**config.mk**
```make
export PLATFORM = sky130hd
export DESIGN_NAME = scm_monitor
export DESIGN_NICKNAME = d
export VERILOG_FILES = /design/src/scm_pkg.sv /design/src/scm_crc3_check.sv /design/src/scm_monitor.sv /design/src/scm_tick_counter.sv
export VERILOG_INCLUDE_DIRS = /design/src
export SDC_FILE = /design/constraint.sdc
export NUM_CORES = 1
export LEC_CHECK = 0
export BUFFER_PORTS_ARGS = -buffer_cell sky130_fd_sc_hd__clkbuf_2
export CORE_MARGIN = 1
export CORE_UTILIZATION = 53
export CTS_CLUSTER_DIAMETER = 40
export CTS_CLUSTER_SIZE = 20
export DETAILED_ROUTE_END_ITERATION = 10
export PLACE_DENSITY_LB_ADDON = 0.12
export SLEW_MARGIN = 20
export SYNTH_ARGS = -nofsm -noshare
export SYNTH_HDL_FRONTEND = slang
export SYNTH_SLANG_ARGS = --single-unit
```
**constraint.sdc**
```tcl
create_clock -name core_clk -period 4.3 [get_ports core_clk]
set_input_delay 0.215 -clock core_clk [delete_from_list [all_inputs] [get_ports core_clk]]
set_output_delay 0.215 -clock core_clk [all_outputs]
set_load 0.005 [all_outputs]
```
**src/scm_regs.svh**
```systemverilog
// Register offsets, field positions, reset values and timing counts
`ifndef SCM_REGS_SVH
`define SCM_REGS_SVH

// ****************************************************************
// Register offsets
// ****************************************************************
`define SCM_ADDR_W          6
`define SCM_OFF_STATUS      6'h14
`define SCM_OFF_TICK_COUNT  6'h15
`define SCM_OFF_X_CORR      6'h16
`define SCM_OFF_Y_CORR      6'h17
`define SCM_OFF_RSVD_A      6'h1c
`define SCM_OFF_RSVD_B      6'h1d

// ****************************************************************
// Status register bit positions
// ****************************************************************
`define SCM_BIT_RESET_OCC   0
`define SCM_BIT_X_OFFSET    1
`define SCM_BIT_Y_OFFSET    2
`define SCM_BIT_MISMATCH    3
`define SCM_BIT_INIT        4
`define SCM_BIT_SATURATION  5
`define SCM_BIT_INT_ERR     6

// ****************************************************************
// Reset values
// ****************************************************************
`define SCM_RST_BYTE        8'h00
`define SCM_RST_FLAGS       7'h00

// ****************************************************************
// CRC and timing
// ****************************************************************
`define SCM_CRC_SEED        3'h7
`define SCM_CRC_POLY        3'h3
`define SCM_CLK_PERIOD_NS   5
`define SCM_OSC_PERIOD_NS   125
`define SCM_OSC_DIV_CYCLES  (`SCM_OSC_PERIOD_NS / `SCM_CLK_PERIOD_NS)
`define SCM_PRESCALE_W      10
`define SCM_TICK_PERIOD_US  128
`define SCM_WRAP_PERIOD_US  32768

`endif

```
**src/scm_pkg.sv**
```systemverilog
// Types shared by the status, count and CRC monitor
package scm_pkg;

  // Device life cycle seen by the monitor
  typedef enum logic [1:0] {
    SCM_ST_RESET,
    SCM_ST_INIT,
    SCM_ST_RUN
  } scm_state_t;

  // Fault and status events from the signal chain and interface
  typedef struct packed {
    logic sat_x;
    logic sat_y;
    logic miso_mismatch;
    logic off_lim_x;
    logic off_lim_y;
  } scm_events_t;

  // Supply monitor inputs
  typedef struct packed {
    logic vext_ok;
    logic vreg_ok;
    logic vrega_ok;
    logic dreg_fault;
    logic dreg_hold_mode;
  } scm_supply_t;

  // Offset cancellation update
  typedef struct packed {
    logic       valid;
    logic [7:0] value;
  } scm_offcorr_t;

endpackage

```
**src/scm_crc3_check.sv**
```systemverilog
// Background 3-bit CRC checker over a byte array
`timescale 1ns/1ps
`include "scm_regs.svh"

module scm_crc3_check
  import scm_pkg::*;
#(
  parameter int NBYTES = 8
) (
  // Clock and reset
  input  wire logic                  core_clk,
  input  wire logic                  reset_n,
  // Array under check
  input  wire logic                  enable,
  input  wire logic [NBYTES*8-1:0]   data,
  input  wire logic [2:0]            check_bits,
  // Result
  output logic                       err_q,
  output logic                       pass_done_q
);

  localparam int IW = (NBYTES > 1) ? $clog2(NBYTES) : 1;

  logic [IW-1:0] idx_q;
  logic [2:0]    crc_q;
  logic [2:0]    crc_d;
  logic          last;

  // One byte through the x^3+x+1 divider, msb first
  function automatic logic [2:0] crc_byte(input logic [2:0] c,
                                          input logic [7:0] b);
    logic [2:0] r;
    logic       fb;
    r = c;
    for (int i = 7; i >= 0; i--) begin
      fb = r[2] ^ b[i];
      r  = {r[1:0], 1'b0} ^ (fb ? `SCM_CRC_POLY : 3'h0);
    end
    return r;
  endfunction

  assign crc_d = crc_byte(crc_q, data[idx_q*8 +: 8]);
  assign last  = (idx_q == IW'(NBYTES - 1));

  // Walk the array one byte a cycle, reseeding at each pass
  always_ff @(posedge core_clk) begin
    if (!reset_n || !enable) begin
      idx_q <= '0;
      crc_q <= `SCM_CRC_SEED;
    end else if (last) begin
      idx_q <= '0;
      crc_q <= `SCM_CRC_SEED;
    end else begin
      idx_q <= idx_q + IW'(1);
      crc_q <= crc_d;
    end
  end

  // Compare at the end of each pass
  always_ff @(posedge core_clk) begin
    if (!reset_n || !enable) begin
      err_q       <= 1'b0;
      pass_done_q <= 1'b0;
    end else begin
      pass_done_q <= last;
      if (last) begin
        err_q <= (crc_d != check_bits);
      end
    end
  end

endmodule

```
**src/scm_monitor.sv**
```systemverilog
// Status, tick count and CRC integrity monitor of a two-axis sensor
// Notes on behaviour
// - Saturation flag sets when either axis modulator saturates.
// - Status read clears the saturation flag.
// - Initializing flag holds from reset release until init completes.
// - Status read leaves the initializing flag alone.
// - Output mismatch fault sets its flag; status read clears it.
// - Axis offset limit sets that axis flag; status read clears it.
// - Reset-occurred flag sets during post-reset init; read clears it.
// - Tick register shows free 8-bit counter after 1024 prescaler.
// - Tick advances every 128 us and wraps every 32.768 ms.
// - Offset correction registers hold latest correction per axis.
// - Factory shadow array checked by CRC x^3+x+1, seed 111.
// - Writable array CRC runs only while end-of-init lock is set.
// - Writable array CRC x^3+x+1 seed 111 sets internal error.
// - Device held in reset until all supplies are within limits.
// - Digital regulator fault either flags reset or holds reset.
// - Status register read-only, bit 7 zero, bits 6..0 as mapped.
// - Read clears internal error; it reasserts while fault remains.
`timescale 1ns/1ps
`include "scm_regs.svh"

module scm_monitor
  import scm_pkg::*;
#(
  parameter int SHADOW_BYTES = 8,
  parameter int WRITE_BYTES  = 8,
  parameter int OSC_DIV      = `SCM_OSC_DIV_CYCLES
) (
  // Clock and reset
  input  wire logic                      core_clk,
  input  wire logic                      reset_n,
  // Register access from the serial interface
  input  wire logic                      reg_rd_en,
  input  wire logic                      reg_wr_en,
  input  wire logic [`SCM_ADDR_W-1:0]    reg_addr,
  input  wire logic [7:0]                reg_wdata,
  output logic [7:0]                     reg_rdata_q,
  output logic                           reg_rvalid_q,
  // Fault events and offset updates
  input  wire scm_events_t               events,
  input  wire scm_offcorr_t              x_offset_correction,
  input  wire scm_offcorr_t              y_offset_correction,
  // Supplies and initialization
  input  wire scm_supply_t               supply,
  input  wire logic                      init_done,
  input  wire logic                      end_of_init_lock_bit,
  // Arrays under CRC check
  input  wire logic [SHADOW_BYTES*8-1:0] shadow_data,
  input  wire logic [2:0]                shadow_check,
  input  wire logic [WRITE_BYTES*8-1:0]  write_data,
  input  wire logic [2:0]                write_check,
  // Device state
  output logic                           device_reset_q,
  output logic                           initializing_flag_q,
  output logic [7:0]                     status_register_q
);

  // ****************************************************************
  // Internal signals
  // ****************************************************************
  scm_state_t  state_q;
  logic        supplies_ok;
  logic        hold_reset;
  logic        dreg_flag_ev;
  logic        dev_rst_n;
  logic        status_read;
  logic        running;
  logic [7:0]  tick_count;
  logic        shadow_err;
  logic        write_err;
  logic        write_fault_q;
  logic        modulator_saturation_flag_q;
  logic        output_mismatch_flag_q;
  logic        x_offset_flag_q;
  logic        y_offset_flag_q;
  logic        reset_occurred_flag_q;
  logic        internal_error_flag_q;
  logic [7:0]  x_offset_correction_q;
  logic [7:0]  y_offset_correction_q;
  logic [7:0]  reserved_a_q;
  logic [7:0]  reserved_b_q;
  logic [7:0]  status_now;

  // Sticky flag update: a set in the clearing cycle wins
  function automatic logic flag_next(input logic cur,
                                     input logic set,
                                     input logic clr);
    return set | (cur & ~clr);
  endfunction

  // ****************************************************************
  // Supply monitor and device reset
  // ****************************************************************

  // Every supply inside its limits releases the device
  assign supplies_ok = supply.vext_ok & supply.vreg_ok
                     & supply.vrega_ok;
  // Regulator fault outcome chosen by the hold-mode input
  assign hold_reset   = supply.dreg_fault & supply.dreg_hold_mode;
  assign dreg_flag_ev = supply.dreg_fault & ~supply.dreg_hold_mode;
  assign dev_rst_n    = reset_n & supplies_ok & ~hold_reset;

  // Registered device reset state for the rest of the chip
  always_ff @(posedge core_clk) begin
    if (!reset_n) begin
      device_reset_q <= 1'b1;
    end else begin
      device_reset_q <= ~dev_rst_n;
    end
  end

  // ****************************************************************
  // Life cycle: reset, initialization, run
  // ****************************************************************
  always_ff @(posedge core_clk) begin
    if (!dev_rst_n) begin
      state_q <= SCM_ST_RESET;
    end else begin
      case (state_q)
        SCM_ST_RESET: begin
          state_q <= SCM_ST_INIT;
        end
        SCM_ST_INIT: begin
          if (init_done) begin
            state_q <= SCM_ST_RUN;
          end
        end
        SCM_ST_RUN: begin
          state_q <= SCM_ST_RUN;
        end
        default: begin
          state_q <= SCM_ST_RESET;
        end
      endcase
    end
  end

  assign running = (state_q != SCM_ST_RESET);

  // Initializing flag follows the init phase only, never the read
  always_ff @(posedge core_clk) begin
    if (!dev_rst_n) begin
      initializing_flag_q <= 1'b0;
    end else begin
      initializing_flag_q <= (state_q == SCM_ST_RESET) |
                             ((state_q == SCM_ST_INIT) & ~init_done);
    end
  end

  // ****************************************************************
  // Register read decode
  // ****************************************************************

  // Requests are ignored while the device sits in reset
  assign status_read = reg_rd_en & running &
                       (reg_addr == `SCM_OFF_STATUS);

  // Status image, bit 7 unused and read as zero
  always_comb begin
    status_now = 8'h00;
    status_now[`SCM_BIT_INT_ERR]    = internal_error_flag_q;
    status_now[`SCM_BIT_SATURATION] = modulator_saturation_flag_q;
    status_now[`SCM_BIT_INIT]       = initializing_flag_q;
    status_now[`SCM_BIT_MISMATCH]   = output_mismatch_flag_q;
    status_now[`SCM_BIT_Y_OFFSET]   = y_offset_flag_q;
    status_now[`SCM_BIT_X_OFFSET]   = x_offset_flag_q;
    status_now[`SCM_BIT_RESET_OCC]  = reset_occurred_flag_q;
  end

  // Status image mirrored out one cycle late; the read return uses status_now directly
  always_ff @(posedge core_clk) begin
    if (!reset_n) begin
      status_register_q <= `SCM_RST_BYTE;
    end else begin
      status_register_q <= status_now;
    end
  end

  // ****************************************************************
  // Clear-on-read status flags
  // ****************************************************************

  // Saturation of either axis modulator
  always_ff @(posedge core_clk) begin
    if (!dev_rst_n) begin
      modulator_saturation_flag_q <= 1'b0;
    end else begin
      modulator_saturation_flag_q <= flag_next(
        modulator_saturation_flag_q,
        running & (events.sat_x | events.sat_y),
        status_read);
    end
  end

  // Serial output data mismatch
  always_ff @(posedge core_clk) begin
    if (!dev_rst_n) begin
      output_mismatch_flag_q <= 1'b0;
    end else begin
      output_mismatch_flag_q <= flag_next(output_mismatch_flag_q,
        running & events.miso_mismatch, status_read);
    end
  end

  // Offset monitor over range, one flag per axis
  always_ff @(posedge core_clk) begin
    if (!dev_rst_n) begin
      x_offset_flag_q <= 1'b0;
      y_offset_flag_q <= 1'b0;
    end else begin
      x_offset_flag_q <= flag_next(x_offset_flag_q,
        running & events.off_lim_x, status_read);
      y_offset_flag_q <= flag_next(y_offset_flag_q,
        running & events.off_lim_y, status_read);
    end
  end

  // Reset occurred: set on entry to init, or by a regulator fault
  always_ff @(posedge core_clk) begin
    if (!dev_rst_n) begin
      reset_occurred_flag_q <= 1'b0;
    end else begin
      reset_occurred_flag_q <= flag_next(reset_occurred_flag_q,
        (state_q == SCM_ST_RESET) | (running & dreg_flag_ev),
        status_read);
    end
  end

  // ****************************************************************
  // CRC integrity checks
  // ****************************************************************

  // Factory shadow array, always checked in the background
  scm_crc3_check #(
    .NBYTES      (SHADOW_BYTES)
  ) u_shadow_crc (
    .core_clk    (core_clk),
    .reset_n     (dev_rst_n),
    .enable      (1'b1),
    .data        (shadow_data),
    .check_bits  (shadow_check),
    .err_q       (shadow_err),
    .pass_done_q ()
  );

  // Writable array, checked only once the configuration is locked
  scm_crc3_check #(
    .NBYTES      (WRITE_BYTES)
  ) u_write_crc (
    .core_clk    (core_clk),
    .reset_n     (dev_rst_n),
    .enable      (end_of_init_lock_bit),
    .data        (write_data),
    .check_bits  (write_check),
    .err_q       (write_err),
    .pass_done_q ()
  );

  // Writable array fault latches until the next device reset
  always_ff @(posedge core_clk) begin
    if (!dev_rst_n) begin
      write_fault_q <= 1'b0;
    end else if (write_err) begin
      write_fault_q <= 1'b1;
    end
  end

  // Internal error: cleared by read, reasserted while a fault stands
  always_ff @(posedge core_clk) begin
    if (!dev_rst_n) begin
      internal_error_flag_q <= 1'b0;
    end else begin
      internal_error_flag_q <= flag_next(internal_error_flag_q,
        shadow_err | write_err | write_fault_q,
        status_read);
    end
  end

  // ****************************************************************
  // Oscillator tick counter
  // ****************************************************************
  scm_tick_counter #(
    .OSC_DIV  (OSC_DIV)
  ) u_tick (
    .core_clk (core_clk),
    .reset_n  (dev_rst_n),
    .count_q  (tick_count)
  );

  // ****************************************************************
  // Offset correction and reserved registers
  // ****************************************************************

  // Latest correction step from the offset cancellation circuit
  always_ff @(posedge core_clk) begin
    if (!dev_rst_n) begin
      x_offset_correction_q <= `SCM_RST_BYTE;
      y_offset_correction_q <= `SCM_RST_BYTE;
    end else begin
      if (x_offset_correction.valid) begin
        x_offset_correction_q <= x_offset_correction.value;
      end
      if (y_offset_correction.valid) begin
        y_offset_correction_q <= y_offset_correction.value;
      end
    end
  end

  // Reserved registers keep what the master writes; it writes zeros
  always_ff @(posedge core_clk) begin
    if (!dev_rst_n) begin
      reserved_a_q <= `SCM_RST_BYTE;
      reserved_b_q <= `SCM_RST_BYTE;
    end else if (reg_wr_en && running) begin
      if (reg_addr == `SCM_OFF_RSVD_A) begin
        reserved_a_q <= reg_wdata;
      end
      if (reg_addr == `SCM_OFF_RSVD_B) begin
        reserved_b_q <= reg_wdata;
      end
    end
  end

  // ****************************************************************
  // Read data return
  // ****************************************************************

  // One cycle after the read strobe; unmapped offsets return zero
  always_ff @(posedge core_clk) begin
    if (!dev_rst_n) begin
      reg_rdata_q  <= `SCM_RST_BYTE;
      reg_rvalid_q <= 1'b0;
    end else begin
      reg_rvalid_q <= reg_rd_en & running;
      if (reg_rd_en && running) begin
        case (reg_addr)
          `SCM_OFF_STATUS:     reg_rdata_q <= status_now;
          `SCM_OFF_TICK_COUNT: reg_rdata_q <= tick_count;
          `SCM_OFF_X_CORR:     reg_rdata_q <= x_offset_correction_q;
          `SCM_OFF_Y_CORR:     reg_rdata_q <= y_offset_correction_q;
          `SCM_OFF_RSVD_A:     reg_rdata_q <= reserved_a_q;
          `SCM_OFF_RSVD_B:     reg_rdata_q <= reserved_b_q;
          default:             reg_rdata_q <= 8'h00;
        endcase
      end
    end
  end

endmodule

```
**src/scm_tick_counter.sv**
```systemverilog
// Oscillator tick counter behind a 1024 prescaler
`timescale 1ns/1ps
`include "scm_regs.svh"

module scm_tick_counter
  import scm_pkg::*;
#(
  parameter int OSC_DIV = `SCM_OSC_DIV_CYCLES
) (
  // Clock and reset
  input  wire logic       core_clk,
  input  wire logic       reset_n,
  // Count value
  output logic [7:0]      count_q
);

  localparam int DW = (OSC_DIV > 1) ? $clog2(OSC_DIV) : 1;

  logic [DW-1:0]              osc_q;
  logic [`SCM_PRESCALE_W-1:0] pre_q;
  logic                       osc_tick;

  assign osc_tick = (osc_q == DW'(OSC_DIV - 1));

  // Primary oscillator period recovered from the core clock
  always_ff @(posedge core_clk) begin
    if (!reset_n || osc_tick) begin
      osc_q <= '0;
    end else begin
      osc_q <= osc_q + DW'(1);
    end
  end

  // Prescaler and free-running counter, wraps 255 to 0
  always_ff @(posedge core_clk) begin
    if (!reset_n) begin
      pre_q   <= '0;
      count_q <= `SCM_RST_BYTE;
    end else if (osc_tick) begin
      pre_q <= pre_q + `SCM_PRESCALE_W'(1);
      if (&pre_q) begin
        count_q <= count_q + 8'h01;
      end
    end
  end

endmodule
```
Word level (Yosys, flattened, before mapping)
Cells that the tools add are included.
Widths: inputs -> output; s select.
Word-level totals
  output and inout port bits: 19
  register bits after elaboration: 97
  input bits: 182
  logic and storage cells: 148
Operators by class
  reduce and logical (&&, ||, !) cells: 13
  shift operators: 2
  equality and inequality tests: 14
  bitwise logic cells: 68
  add/subtract/negate cells: 5
  multiplexer cells: 19
Operators with widths (count)
  $shiftx 64x7->8: 2
  $pmux 8 s6: 1
  $xor 3x3->3: 16
  $eq 6x5->1 const B: 6
  $mux 2: 17
  $and 1x1->1: 20
  $xor 1x1->1: 16
  $or 1x1->1: 11
  $reduce_and 11->1: 1
  $add 10x1->10 const B: 1
  $add 8x1->8 const B: 1
  $add 3x1->3 const B: 2
  $eq 3x3->1 const B: 2
  $ne 3x3->1: 2
  $pmux 2 s3: 1
  $add 5x1->5 const B: 1
  $eq 5x5->1 const B: 1
  $not 1->1: 5
  $reduce_and 2->1: 2
  $reduce_or 2->1: 2
  $eq 2x1->1 const B: 1
  $eq 2x2->1 const B: 1
  $logic_and 1x1->1: 2
  $logic_not 1->1: 2
  4 further kinds: 5

Depth between registers and ports, before layout
  word-level depth: 26
  depth in mapped cells: 11
  depth with buffers taken out: 10

Cells and area by module
A second synthesis with hierarchy kept.
Unflattened totals
  cell total of the unflattened synthesis: 527
  area, all modules: 5649.2 sq um
Modules (own cells, without submodules)
  scm_monitor: times used 1, seq. area each 1181.1 sq um, area an instance 2563.7 sq um, cells each 266
  scm_tick_counter: times used 1, seq. area each 460.4 sq um, area an instance 1103.6 sq um, cells each 116
  scm_crc3_check (u_write_crc): times used 1, seq. area each 160.2 sq um, area an instance 1026.0 sq um, cells each 75
  scm_crc3_check (u_shadow_crc): times used 1, seq. area each 160.2 sq um, area an instance 955.9 sq um, cells each 70

Worst setup path after synthesis
Ideal clock, no wire load.
  path kind: register -> register
  from: reg u_write_crc.idx_q[1]
  to: reg u_write_crc.err_q
  data arrival time: 2.655 ns
  slack: 1.571 ns
  cell stages (with the launch flop): 11
  data required time: 4.226 ns
  library setup time: 0.074 ns
  buffers on the path: 2
  period minus slack after synthesis: 2.729 ns
  cell sequence: dfxtp_1 clkbuf_1 clkbuf_1 mux4_2 mux2i_1 xor2_1 xnor2_1 xnor2_1 xnor2_1 mux2_1 a31oi_1
On the way
  cells in the longest elaborated chain, start to end: 18
  elaborated cells on any way between the ends: 27
  classes of those cells: eq/ne: 2; shift: 1; mux: 8; bitwise: 16
Ends and longest elaborated chain
  start, declared: line scm_crc3_check.sv:24  | logic [IW-1:0] idx_q;
  start signal, assigned: line scm_crc3_check.sv:54  | idx_q <= idx_q + IW'(1);
  $shiftx 64x7->8: line scm_crc3_check.sv:42  | assign crc_d = crc_byte(crc_q, data[idx_q*8 +: 8]);
  $xor 1x1->1: line scm_crc3_check.sv:36  | fb = r[2] ^ b[i];
  $mux 2: line scm_crc3_check.sv:37  | r = {r[1:0], 1'b0} ^ (fb ? `SCM_CRC_POLY : 3'h0);
  $xor 3x3->3 (2 in series): line scm_crc3_check.sv:37
  $xor 1x1->1 / $xor 3x3->3 (equally long branches): line scm_crc3_check.sv:36, scm_crc3_check.sv:37
  $mux 2 / $xor 1x1->1 (equally long branches): line scm_crc3_check.sv:37, scm_crc3_check.sv:36
  $xor 3x3->3 / $mux 2 (equally long branches): line scm_crc3_check.sv:37
  $xor 3x3->3: line scm_crc3_check.sv:37
  $xor 1x1->1 / $xor 3x3->3 (equally long branches): line scm_crc3_check.sv:36, scm_crc3_check.sv:37
  $mux 2 / $xor 1x1->1 (equally long branches): line scm_crc3_check.sv:37, scm_crc3_check.sv:36
  $xor 3x3->3 / $mux 2 (equally long branches): line scm_crc3_check.sv:37
  $xor 3x3->3: line scm_crc3_check.sv:37
  $xor 3x3->3 / $xor 1x1->1 (equally long branches): line scm_crc3_check.sv:37, scm_crc3_check.sv:36
  $xor 1x1->1 / $mux 2 (equally long branches): line scm_crc3_check.sv:36, scm_crc3_check.sv:37
  $mux 2 / $xor 3x3->3 (equally long branches): line scm_crc3_check.sv:37
  $xor 3x3->3: line scm_crc3_check.sv:37
  $ne 3x3->1: line scm_crc3_check.sv:67  | err_q <= (crc_d != check_bits);
  end signal, assigned: line scm_crc3_check.sv:67
  end, declared: line scm_crc3_check.sv:18  | output logic err_q,
Parallel ways exist; a longest one is shown, timed or not.
A chain may end at the register's enable or synchronous reset.

Final worst setup path
  from: reg u_shadow_crc.idx_q[0]
  to: reg u_shadow_crc.err_q
On the way
  cells in the longest elaborated chain, start to end: 18
  elaborated cells on any way between the ends: 27
  classes of those cells: eq/ne: 2; shift: 1; mux: 8; bitwise: 16
Ends and longest elaborated chain (line)
  start, declared: scm_crc3_check.sv:24
  start signal, assigned: scm_crc3_check.sv:54
  $shiftx 64x7->8: scm_crc3_check.sv:42
  $xor 1x1->1: scm_crc3_check.sv:36
  $mux 2: scm_crc3_check.sv:37
  $xor 3x3->3 (2 in series): scm_crc3_check.sv:37
  $xor 1x1->1 / $xor 3x3->3 (equally long branches): scm_crc3_check.sv:36, scm_crc3_check.sv:37
  $mux 2 / $xor 1x1->1 (equally long branches): scm_crc3_check.sv:37, scm_crc3_check.sv:36
  $xor 3x3->3 / $mux 2 (equally long branches): scm_crc3_check.sv:37
  $xor 3x3->3: scm_crc3_check.sv:37
  $xor 1x1->1 / $xor 3x3->3 (equally long branches): scm_crc3_check.sv:36, scm_crc3_check.sv:37
  $mux 2 / $xor 1x1->1 (equally long branches): scm_crc3_check.sv:37, scm_crc3_check.sv:36
  $xor 3x3->3 / $mux 2 (equally long branches): scm_crc3_check.sv:37
  $xor 3x3->3: scm_crc3_check.sv:37
  $xor 3x3->3 / $xor 1x1->1 (equally long branches): scm_crc3_check.sv:37, scm_crc3_check.sv:36
  $xor 1x1->1 / $mux 2 (equally long branches): scm_crc3_check.sv:36, scm_crc3_check.sv:37
  $mux 2 / $xor 3x3->3 (equally long branches): scm_crc3_check.sv:37
  $xor 3x3->3: scm_crc3_check.sv:37
  $ne 3x3->1: scm_crc3_check.sv:67
  end signal, assigned: scm_crc3_check.sv:67
  end, declared: scm_crc3_check.sv:18
Parallel ways exist; a longest one is shown, timed or not.

==> flow_metrics.tcl <==
set metrics [dict create \
    cts_buffers 9 \
    min_to "x_offset_correction_q[2]" \
    skew_ps 5.83 \
    setup-violations-final 0 \
    ys_ff_latch 96 \
    worst-path-max-fanout 13 \
    cpPeakStageDelay_ps 540 \
    grt_pass1_vias 4352 \
    synth_top_area_share 0.376 \
    io_pins 201 \
    clkLatencyLatePin_ps 360 \
    critPathKind "reg2reg" \
    status "finished clean" \
    die_area_um2 10100 \
    cp_slowest_cell "dfxtp_1" \
    vias_per_cell 5.30 \
    die_h_um 100 \
    yosysWarnings 0 \
    fmax_ghz 0.337 \
    cts-root-buf "clkbuf_8" \
    p_int_mw 1.38 \
    vdd.ir_drop.worst_mv 0.156 \
    cts_resized 0 \
    netSwitchingPower_mw 0.420 \
    grt_overflow_total 0 \
    yosys.cell_types.count 49 \
    num_vias 4286 \
    htree_levels 3 \
    crit_chain "buf_4 > mux4_2 > mux2i_1 > xnor2_1 > xnor2_1 > xor2_2 > xor2_1 > xnor2_1 > a311oi_1" \
    rrSetupSlack_ps 1330 \
    p_total_mw 1.79 \
    hold_path_depth 3 \
    critPathCaptureType "register" \
    hold_buffers 0 \
    syn2layout_area_growth_pct 24.7 \
    clockPowerShare 0.349 \
    drcViolationCount 0 \
    start_util 0.551 \
    grt_start_max_net_pins 70 \
    synth_nets 683 \
    firstDrtPassIters 4 \
    design.core.area_um2 9280 \
    fin_tns_setup_ps 0 \
    layout-drive-gt1-share 0.371 \
    grt_antenna_before_repair 1 \
    synthCells 491 \
    crit_buf_inv 1 \
    synth_flop_cell "dfxtp_1" \
    cts.sinks 96 \
    ant_nets 0 \
    finalHoldViolCount 0 \
    grt_pass1_wl_um 19700 \
    cts_tree "yes" \
    timing.rr.start "u_shadow_crc.idx_q[0]" \
    clk_pin_slew_ps 90 \
    async_flop_share 0 \
    synth_seq_area_share 0.376 \
    timing.rr.end "u_shadow_crc.err_q" \
    drt_iter0_markers 152 \
    synth_edf_count 0 \
    final_nets 866 \
    port_buffers 199 \
    critPathTopFamily "XOR/XNOR gates" \
    gp_congestion 0.817 \
    seq_power_share 0.500 \
    swShare 0.234 \
    rows 35 \
    min_period_ps 2970 \
    drv_slew 0 \
    hp-start "x_offset_correction[2]" \
    comb_power_share 0.151 \
    synth_area_leaders "dfxtp_1, mux2i_1, mux4_2" \
    fin_crit_sh 0.691 \
    grt_usage 0.257 \
    crit_path_start_kind "register" \
    relSlewSlack 0.426 \
    ctsLongestPathBuffers 2 \
    maxCapViolCount 0 \
    cp.arrival_ps 3250 \
    netlist_area_um2 5120 \
    yosysTopAreaCell "dfxtp_1" \
    critPathMostFrequentCell "xnor2_1" \
    wl_per_cell_um 15.3 \
    routed_wl_um 12400 \
    tightest_slew_ps 859 \
    worstPathRequired_ps 4580 \
    p_leak_nw 2.66 \
    cts_setup_buffers 0 \
    worstRegToRegCells 9 \
    hold_path_class "in2reg" \
    dieWidth_um 100 \
    power_density_nw_per_um2 281 \
    hpwl_um 9820 \
    rsz0062_at_grt "no" \
    avgSynthCellArea_um2 10.4 \
]
power groups by stage:
stage / registers (mW) / clock network (mW) / logic (mW)
after floorplan: 0.916 / 0 / 0.168
after global placement: 0.918 / 0 / 0.263
after detailed placement: 0.918 / 0 / 0.272
after CTS: 0.897 / 0.636 / 0.273
after global routing: 0.898 / 0.676 / 0.296
final: 0.897 / 0.627 / 0.271
worst max path at each step:
| stage | from | endpoint | slack, ps | cells after the start |
|---|---|---|---|---|
| 2_1_floorplan | u_write_crc.idx_q[1] | u_write_crc.err_q | 1570 | 10 |
| 3_3_place_gp | u_write_crc.idx_q[1] | u_write_crc.err_q | 1400 | 8 |
| 3_5_place_dp | u_write_crc.idx_q[0] | u_write_crc.err_q | 1290 | 7 |
| 4_1_cts | u_write_crc.idx_q[0] | u_write_crc.err_q | 1260 | 7 |
| 5_1_grt | u_write_crc.idx_q[0] | u_write_crc.err_q | 1090 | 7 |
| 6_report | u_shadow_crc.idx_q[0] | u_shadow_crc.err_q | 1330 | 9 |
cell type report:
cell class,count,area (um2)
multi-input combinational,357,3040
fill,803,2900
sequential,96,1920
timing repair buffer,202,1020
tap,129,161
clock buffer,10,128
clock inverter,6,83.8
inverter,8,30.0
antenna,1,2.50
metal layers:
layer / global-route usage / part of all wire / vias to the layer above
met5: 0 / 0 / -
met1: 0.278 / 0.39 / 2019
met2: 0.478 / 0.54 / 134
li1: - / - / 2112
met4: 0.106 / 0.026 / 0
met3: 0.0592 / 0.048 / 21
synthesized netlist by cell type (7+ instances only):
| master | instances |
|---|---|
| xor2_1 | 24 |
| inv_1 | 7 |
| mux4_2 | 22 |
| mux4_1 | 10 |
| nor2_1 | 82 |
| dfxtp_1 | 96 |
| mux2i_1 | 59 |
| ha_1 | 10 |
| nand2_1 | 20 |
| mux2_2 | 7 |
| clkbuf_1 | 22 |
| a21oi_1 | 15 |
| xnor2_1 | 22 |
| and2_1 | 14 |
| o21ai_0 | 7 |
placed cells by master, fill, tap and decap left out, types with 2 or more instances in the layout:
master and n:
and4b_1 2, and3_1 5, nor2_1 82, dfxtp_1 96, a211oi_1 3, nand3_1 6
o21ai_0 7, mux2_2 7, a21oi_1 15, bufinv_16 2, nand4_1 2, xor2_1 24
mux4_1 10, nand2_1 20, clkbuf_2 199, xnor2_1 22, inv_1 7, ha_1 10
mux4_2 22, a222oi_1 2, mux2i_1 59, clkbuf_8 9, clkinv_2 3, or3_1 2
nor2b_1 5, buf_4 3, nand2b_1 4, nor3_1 6, o221ai_1 6, and2_1 14
nand3b_1 3, a22oi_1 4
cells by family after synthesis:
family	after synthesis	share of synthesized area
simple gates	156	0.142
mux	99	0.281
flops	96	0.376
xor+xnor	49	0.0895
compound gates	42	0.0531
buf+inv	38	0.0337
fa+ha+maj	10	0.0244
other cells	1	0.000733
sequential cells by signal, indices dropped and copies added (netlist names), 2 cells and up:
name	flops
u_tick.pre_q	10
reg_rdata_q	8
reserved_a_q	8
reserved_b_q	8
u_tick.count_q	8
x_offset_correction_q	8
y_offset_correction_q	8
status_register_q	7
u_tick.osc_q	5
u_shadow_crc.crc_q	3
u_shadow_crc.idx_q	3
u_write_crc.crc_q	3
u_write_crc.idx_q	3
state_q	2
tightest hold or removal path: stages:
cell	delay (ps)
clkbuf_2	80
mux2i_1	50
nor2_1	70
per-stage QoR:
| step | cell area, um2 | utilization | hold WS (ps) | setup slack (ps) | cells |
|---|---|---|---|---|---|
| after detailed placement | 6170 | 0.665 | 451 | 1290 | 792 |
| after global placement | 6160 | 0.664 | 443 | 1400 | 792 |
| after CTS | 6380 | 0.687 | 85.2 | 1260 | 808 |
| after floorplan | 5120 | - | 342 | 1570 | 491 |
| after global routing | 6380 | 0.688 | 85.2 | 1090 | 809 |
| final | 6380 | 0.688 | 89.4 | 1330 | 809 |
Note: power is estimated with default switching activity, not from simulation.
